<file path="src/pkg/ldo_rail_defines.svh">
// Offsets, reset values, field positions and state codes of the rail control registers.
// Assumes inclusion by bare name from the package and the design file.
`ifndef LDO_RAIL_DEFINES_SVH
`define LDO_RAIL_DEFINES_SVH

// -----------------------------------------------------------------
// Register map (rail index 0 radio, 1 processor always-on, 2 memory)
// -----------------------------------------------------------------
`define RAIL_COUNT          3
`define RADIO_RAIL_ADDR     8'h4C
`define PROC_AON_RAIL_ADDR  8'h3D
`define MEM_RAIL_ADDR       8'h3E
`define RADIO_RAIL_RESET    8'h24
`define PROC_AON_RAIL_RESET 8'h07
`define MEM_RAIL_RESET      8'h3C

// -----------------------------------------------------------------
// Field positions and codes
// -----------------------------------------------------------------
`define STATE_LSB           0
`define STATE_MSB           2
`define EXIT_LSB            3
`define EXIT_MSB            5
`define RESERVED_MSB        7
`define RESERVED_LSB        6
`define CODE_OFF            3'h4
`define CODE_LOW_POWER      3'h5
`define CODE_ACTIVE_A       3'h6
`define CODE_ACTIVE_B       3'h7
`define CODE_VALID_BIT      2
`define EXIT_PIN_RESET      1'b1

`endif

</file>
<file path="src/pkg/ldo_rail_pkg.sv">
// Types shared by the rail control register bank.
// Assumes the defines header sits beside it on the include path.
`include "ldo_rail_defines.svh"

package ldo_rail_pkg;
    // Stored part of one rail register; the two reserved bits are not kept
    typedef struct packed {
        logic [2:0] exitState;   // Loaded into state on standby exit
        logic [2:0] state;       // Present operating state
    } rail_ctrl_t;

    // Drive toward one regulator's analog core
    typedef struct packed {
        logic enable;            // Pass device on
        logic lowPower;          // Low-power regulation
        logic discharge;         // Active output pull-down
    } rail_drive_t;

    // Monitor comparators of one regulator
    typedef struct packed {
        logic overCurrent;
        logic underVoltage;
    } rail_sense_t;
endpackage : ldo_rail_pkg

</file>
<file path="src/hdl/ldo_state_control_regs.sv">
// State control registers for three low-dropout rails, with standby-exit copy.
// Assumes the serial port engine presents decoded register accesses on sys_clk,
// and that the standby-exit pin and monitor inputs are synchronous to sys_clk.
//
// What this block does
// - State field bits 2:0: 4 off, 5 low power, 6/7 active, 0-3 reserved.
// - Exit field bits 5:3: codes 4-7 copied into state on standby exit.
// - Exit codes 0-3 leave the rail state untouched on standby exit.
// - Radio rail register at 0x4C, read/write, resets to 0x24.
// - Processor always-on rail register at 0x3D, read/write, resets to 0x07.
// - Memory rail register at 0x3E, read/write, resets to 0x3C.
// - Bits 7:6 of each rail register are reserved with no function.
// - Writing one rail register never alters another rail.
// - A rail that is shut down has its output discharge enabled.
// - Over-current and under-voltage of each rail are reported as faults.
`timescale 1ns/1ps
`default_nettype none
`include "ldo_rail_defines.svh"

module ldo_state_control_regs (
    input  wire logic                    sys_clk,      // 10 MHz register clock
    input  wire logic                    rst,          // Synchronous reset, high
    input  wire logic [7:0]              regAddr,      // Register address
    input  wire logic                    regWrite,     // Write strobe, one cycle
    input  wire logic [7:0]              regWrData,    // Write data
    input  wire logic                    regRead,      // Read strobe, one cycle
    output logic [7:0]                   regRdData,    // Read data, next cycle
    input  wire logic                    standbyExit,  // Standby-exit pin
    input  wire ldo_rail_pkg::rail_sense_t [2:0] railSense, // Monitor comparators
    output ldo_rail_pkg::rail_drive_t  [2:0] railDrive,  // Regulator controls
    output ldo_rail_pkg::rail_sense_t  [2:0] railFault   // Fault indications
);
    import ldo_rail_pkg::*;

    // -----------------------------------------------------------------
    // Per-rail constants, packed so a generate index can slice them
    // -----------------------------------------------------------------
    localparam logic [23:0] RAIL_ADDRS  = {`MEM_RAIL_ADDR, `PROC_AON_RAIL_ADDR,
                                           `RADIO_RAIL_ADDR};
    localparam logic [23:0] RAIL_RESETS = {`MEM_RAIL_RESET, `PROC_AON_RAIL_RESET,
                                           `RADIO_RAIL_RESET};

    // Map a state code onto the regulator controls
    function automatic rail_drive_t driveOf(input logic [2:0] code);
        rail_drive_t d;
        d.enable    = (code == `CODE_LOW_POWER) || (code == `CODE_ACTIVE_A) ||
                      (code == `CODE_ACTIVE_B);
        d.lowPower  = (code == `CODE_LOW_POWER);
        d.discharge = !d.enable;
        return d;
    endfunction : driveOf

    rail_ctrl_t [2:0] ctrl;
    rail_ctrl_t [2:0] nextCtrl;
    logic       [2:0] hit;
    logic       [2:0] wrHit;
    logic       [2:0] doCopy;
    logic             exitPrev;
    logic             exitEdge;
    logic       [7:0] readMux;

    // -----------------------------------------------------------------
    // Standby-exit edge detect
    // -----------------------------------------------------------------
    // Prev resets high so a pin already high at reset release makes no copy
    always_ff @(posedge sys_clk) begin
        if (rst) begin
            exitPrev <= `EXIT_PIN_RESET;
        end else begin
            exitPrev <= standbyExit;
        end
    end

    // One pulse per rising edge, shared by every rail
    assign exitEdge = standbyExit && !exitPrev;

    // -----------------------------------------------------------------
    // Rail registers
    // -----------------------------------------------------------------
    genvar i;
    generate
        for (i = 0; i < `RAIL_COUNT; i = i + 1) begin : g_rail
            // Each rail decodes only its own address
            assign hit[i]    = (regAddr == RAIL_ADDRS[8*i +: 8]);
            assign wrHit[i]  = regWrite && hit[i];
            assign doCopy[i] = exitEdge && ctrl[i].exitState[`CODE_VALID_BIT];

            // Reserved bits 7:6 of the write data are simply dropped
            assign nextCtrl[i].exitState = wrHit[i] ? regWrData[`EXIT_MSB:`EXIT_LSB]
                                                    : ctrl[i].exitState;
            // Copy beats a same-cycle write so the exit event is never lost
            assign nextCtrl[i].state = doCopy[i] ? ctrl[i].exitState
                                     : wrHit[i]  ? regWrData[`STATE_MSB:`STATE_LSB]
                                     : ctrl[i].state;

            // Register and its decoded drive move together
            always_ff @(posedge sys_clk) begin
                if (rst) begin
                    ctrl[i]      <= RAIL_RESETS[8*i +: 6];
                    railDrive[i] <= driveOf(RAIL_RESETS[8*i +: 3]);
                end else begin
                    ctrl[i]      <= nextCtrl[i];
                    railDrive[i] <= driveOf(nextCtrl[i].state);
                end
            end
        end
    endgenerate

    // -----------------------------------------------------------------
    // Read path
    // -----------------------------------------------------------------
    // Unmapped addresses read as zero; reserved bits always zero
    assign readMux = hit[0] ? {2'b00, ctrl[0]}
                   : hit[1] ? {2'b00, ctrl[1]}
                   : hit[2] ? {2'b00, ctrl[2]}
                   : 8'h00;

    always_ff @(posedge sys_clk) begin
        if (rst) begin
            regRdData <= 8'h00;
        end else if (regRead) begin
            regRdData <= readMux;
        end
    end

    // -----------------------------------------------------------------
    // Fault reporting
    // -----------------------------------------------------------------
    // Registered copy of the comparators; no filtering, so glitches show
    always_ff @(posedge sys_clk) begin
        if (rst) begin
            railFault <= '0;
        end else begin
            railFault <= railSense;
        end
    end

    generate
        // Per-rail copy, isolation and drive decode
        for (i = 0; i < `RAIL_COUNT; i = i + 1) begin : g_chk

        end
    endgenerate
endmodule : ldo_state_control_regs
`default_nettype wire

</file>
<file path="config.mk">
export PLATFORM = sky130hd
export DESIGN_NAME = ldo_state_control_regs
export DESIGN_NICKNAME = d
export VERILOG_FILES = /design/src/pkg/ldo_rail_pkg.sv /design/src/hdl/ldo_state_control_regs.sv
export VERILOG_INCLUDE_DIRS = /design/src /design/src/pkg
export SDC_FILE = /design/constraint.sdc
export NUM_CORES = 1
export LEC_CHECK = 0
export ABC_CLOCK_PERIOD_IN_PS = 2850
export BUFFER_PORTS_ARGS = -buffer_cell sky130_fd_sc_hd__buf_2
export CORE_MARGIN = 10
export CORE_UTILIZATION = 53
export DETAILED_ROUTE_END_ITERATION = 16
export PLACE_DENSITY = 0.92
export SYNTH_ARGS = -nofsm -noshare
export SYNTH_HDL_FRONTEND = slang
export SYNTH_SLANG_ARGS = --single-unit
</file>
<file path="constraint.sdc">
create_clock -name sys_clk -period 2.85 [get_ports sys_clk]
set_input_delay 0.285 -clock sys_clk [delete_from_list [all_inputs] [get_ports sys_clk]]
set_output_delay 0.285 -clock sys_clk [all_outputs]
set_load 0.02 [all_outputs]
</file>
; After elaboration in Yosys (flattened, before gate mapping)
; Cells that the tools add are included.
[word_totals]
inputBits = 27
reg_bits = 42
[classes]
eq_ne = 12
reduce_logical = 17
mux = 9
[op_table]
columns = op, count
row1 = $eq A3 B3 Y1 const B, 9
row2 = $mux W3, 6
row3 = $mux W6, 3
row4 = $eq A8 B6 Y1 const B, 2
row5 = $eq A8 B7 Y1 const B, 1
row6 = $logic_and A1 B1 Y1, 7
row7 = $logic_or A1 B1 Y1, 6
row8 = $logic_not A1 Y1, 4

; Longest topological paths before layout
[logic_depth]
word_depth = 8
depth_mapped = 7
depth_no_buf = 5

; Least setup slack after synthesis
; No wires, ideal clock.
[synth_timing]
kind = input to register
start = input port regAddr[4]
end = register railDrive[1] in the netlist's numbering
path_slack_ns = 0.955
t_required_ns = 2.725
cell_stages = 6
arrival_time_ns = 1.770
cell_sequence = or4b_1 or4_1 buf_6 o21ai_1 a31oi_2 nor3b_2
[synth_via]
elab_chain_len = 5
[synth_rtl]
columns = element, line_no
row1 = "start, declared", ldo_state_control_regs.sv:23  ; input wire logic [7:0] regAddr,
row2 = $eq A8 B7 Y1, ldo_state_control_regs.sv:84  ; assign hit[i] = (regAddr == RAIL_ADDRS[8*i +: 8]);
row3 = $logic_and A1 B1 Y1, ldo_state_control_regs.sv:85  ; assign wrHit[i] = regWrite && hit[i];
row4 = $mux W3, ldo_state_control_regs.sv:93  ; : wrHit[i] ? regWrData[`STATE_MSB:`STATE_LSB]
row5 = $mux W3, ldo_state_control_regs.sv:92  ; assign nextCtrl[i].state = doCopy[i] ? ctrl[i].exitState
row6 = $eq A3 B3 Y1 (no line), -
row7 = "end signal, assigned by index", ldo_state_control_regs.sv:100  ; railDrive[i] <= driveOf(RAIL_RESETS[8*i +: 3]);
row8 = "end signal, assigned by index", ldo_state_control_regs.sv:103  ; railDrive[i] <= driveOf(nextCtrl[i].state);
row9 = "end, declared", ldo_state_control_regs.sv:30  ; output ldo_rail_pkg::rail_drive_t [2:0] railDrive,
; No other way between the ends.
; A chain may end at the register's enable or synchronous reset.

; Worst setup path after layout
[layout_timing]
start = input port regAddr[4]
end = register railDrive[0] in the netlist's numbering
[layout_via]
elab_chain_len = 8
[layout_rtl]
columns = element, line_no
row1 = $eq A8 B7 Y1 *, ldo_state_control_regs.sv:84
row2 = $logic_and A1 B1 Y1 *, ldo_state_control_regs.sv:85
row3 = $mux W3 *, ldo_state_control_regs.sv:93
row4 = $mux W3 *, ldo_state_control_regs.sv:92
row5 = $eq A3 B3 Y1 (no line), -
row6 = $logic_or A1 B1 Y1, ldo_state_control_regs.sv:46  ; d.enable = (code == `CODE_LOW_POWER) || (code == `CODE_ACTIVE_A) ||
row7 = $logic_or A1 B1 Y1 *, ldo_state_control_regs.sv:46
row8 = $logic_not A1 Y1 *, ldo_state_control_regs.sv:49  ; d.discharge = !d.enable;
; Every way passes the cells marked *; elsewhere a longest branch is shown, timed or not.

==> flow_summary.json <==
{
  "peakVddDrop_v": 0.000362,
  "synth_warnings": 0,
  "worst_pin_slew_ps": 521,
  "status": "finished clean",
  "slew_viol_final": 0,
  "fin_util_pct": 67.2,
  "min_from": "railSense[1]",
  "async_reset_ff_share_pct": 0,
  "cp_data_required_time_ps": 3110,
  "cp_max_fo": 9,
  "post-route-period-util_pct": 63.6,
  "p_leak_nw": 0.883,
  "drv_cap": 0,
  "ys_seq_area_share_pct": 49.5,
  "drive_gt1_share_pct": 28.4,
  "grt_pass1_vias": 1319,
  "synth_edf_count": 0,
  "yosys-top-cells-count": "dfxtp_1, nor2_1, a21oi_1",
  "synth_top_cell_area_share_pct": 49.5,
  "slew_headroom_pct": 65.2,
  "cts_buffer_depth": 2,
  "finalSetupViolCount": 0,
  "worstPathCellList": "buf_2, or4b_1, or4_1, o21ai_2, a31oi_2, a21o_1",
  "tns_ps": 0,
  "synth.area.top_cells": "dfxtp_1, mux2i_1, nor2_1",
  "period_needed_ps": 1810,
  "syn_avg_cell_area_um2": 9.35,
  "critPathMaxStageDelay_ps": 610,
  "cp_slowest_cell": "or4_1",
  "hold_viol": 0,
  "num_vias": 1375,
  "initial_core_util_pct": 57.2,
  "power_density_nw_per_um2": 512,
  "die_width_um": 75.3,
  "post-synth-top-count-cell": "dfxtp_1",
  "die_h_um": 75.3,
  "cp-start-kind": "primary input",
  "drc": 0,
  "layout.nets": 244,
  "placementRows": 19,
  "clk_pin_slew_worst_paths_ps": 110,
  "stdcell_count": 249,
  "avgViaCountPerCell": 5.52,
  "h-tree-depth": 2,
  "port_buffers": 45,
  "io_pins": 50,
  "cts_tree": "built",
  "dp_hpwl_mm": 2.87,
  "postRouteAntennaNets": 0,
  "cpLargestDelayFamily": "simple AND/OR/NAND/NOR gates",
  "fmax_mhz": 552,
  "worstSkewPairLatency_ps": 350,
  "grtUsageTotal_pct": 14.2,
  "synthCells": 173,
  "crit_buf_inv": 1,
  "yosysUniqueCellTypes": 38,
  "numCtsBuffers": 5,
  "overflow": 0,
  "clock_skew_ps": 4.48,
  "gp_congestion": 0.877,
  "ctsHoldBuffers": 0,
  "ys_ff_latch": 40,
  "cts_num_sinks": 40,
  "wl_per_cell_um": 15.3,
  "end_kind": "register",
  "rsz0062_at_grt": "false",
  "grt_max_degree": 32,
  "fillCellCount": 240,
  "worstReg2RegStart": "exitPrev$_SDFF_PP1_",
  "antenna_found_initial": 0,
  "startpoint": "regAddr[4]",
  "area_growth_pct": 17.6,
  "ys.flop_type": "dfxtp_1",
  "die_area_um2": 5660,
  "dpl.cell_count": 241,
  "core_area_um2": 2830,
  "yosys.area.top_type": "dfxtp_1",
  "diodes": 0,
  "drt_iter0_markers": 123,
  "postRouteWirelength_mm": 3.80,
  "worst-setup-path-type": "primary input to register",
  "dr.pass1.iters": 4,
  "ctsResizeCount": 0,
  "cts_setup_buffers": 0,
  "hold_path_class": "primary input to register",
  "synthesis.area_um2": 1620,
  "root_buffer": "clkbuf_4",
  "grt_pass1_wl_mm": 6.10,
  "arrival_ps": 2070
}
==> cells in the final DEF, fill, tap and decap left out, types with 2 or more instances in the layout <==
| cell type | n |
|---|---|
| or2_2 | 2 |
| a31oi_2 | 2 |
| clkbuf_4 | 5 |
| a22oi_1 | 6 |
| mux2i_1 | 10 |
| nand3b_1 | 5 |
| clkinv_2 | 2 |
| o21ai_0 | 3 |
| nand3_1 | 6 |
| a21oi_1 | 14 |
| dfxtp_1 | 40 |
| and4b_1 | 2 |
| a21o_1 | 2 |
| buf_2 | 45 |
| nand2_1 | 12 |
| and3b_1 | 3 |
| conb_1 | 2 |
| nor2_1 | 23 |
| nor2b_1 | 6 |
| inv_1 | 3 |
| a211oi_1 | 6 |
==> kinds of logic after synthesis <==
kind of cell	share of synthesized area [%]
compound gates	17.1
buf+inv	3.94
flops	49.5
mux	6.19
other cells	0.232
simple gates	23.0
==> where the power goes <==
part / internal (W) / total [W] / switching [W] / leakage (nW)
Clock: 0.000117 / 0.000298 / 0.000180 / 0.0380
Sequential: 0.000573 / 0.000579 / 0.00000523 / 0.327
Combinational: 0.0000373 / 0.0000968 / 0.0000595 / 0.519
==> flip-flops by register name (all words and copies together), names as in the netlist <==
name       flops
ctrl          18
regRdData      6
railDrive      9
railFault      6
exitPrev       1
==> worst paths after layout <==
path | slack (ps) | endpoint | cells past startpoint
hold / removal | 130 | railFault[1]$_SDFF_PP0_ | 2
hold reg to reg | 480 | ctrl[4]$_SDFFE_PP0P_ | 2
setup reg to reg | 1500 | railDrive[1]$_SDFF_PP0_ | 5
setup / recovery | 1040 | railDrive[0]$_SDFF_PP1_ | 6
==> routing by layer <==
layer / up-vias / wire length [um] / share of wire (%) / track usage [%]
met5: - / 0 / 0 / 0
met4: 0 / 76 / 2.0 / 8.04
met3: 10 / 282 / 7.4 / 4.86
met2: 45 / 1970 / 52 / 24.0
met1: 626 / 1470 / 39 / 15.2
li1: 694 / - / - / -
==> per-stage QoR <==
step	power [W]	area, um^2	hold WS, ps	worst slack, ps
2_1_floorplan	0.000649	1620	392	955
3_3_place_gp	0.000685	1840	463	712
3_5_place_dp	0.000688	1840	468	669
4_1_cts	0.000983	1900	121	1050
5_1_grt	0.00102	1900	113	989
6_report	0.000973	1900	135	1040
==> worst register-to-register path, cell delays in order (launching register included) <==
cell      delay (ps)
dfxtp_1          350
nand3b_1         290
nand2_1          140
o21ai_1           70
a31oi_2          240
nor3b_2          200
==> final cells by class <==
| cell class | instances | area, um^2 | share of cell area, % |
|---|---|---|---|
| repair buffers | 46 | 233 | 12.2 |
| inverters | 3 | 11.3 | 0.592 |
| clock inverters | 2 | 10.0 | 0.526 |
| flip-flops and latches | 40 | 801 | 42.1 |
| clock buffers | 6 | 51.3 | 2.70 |
| well taps | 31 | 38.8 | 2.04 |
| multi-input cells | 121 | 757 | 39.8 |
Note: power is estimated with default switching activity, not from simulation.
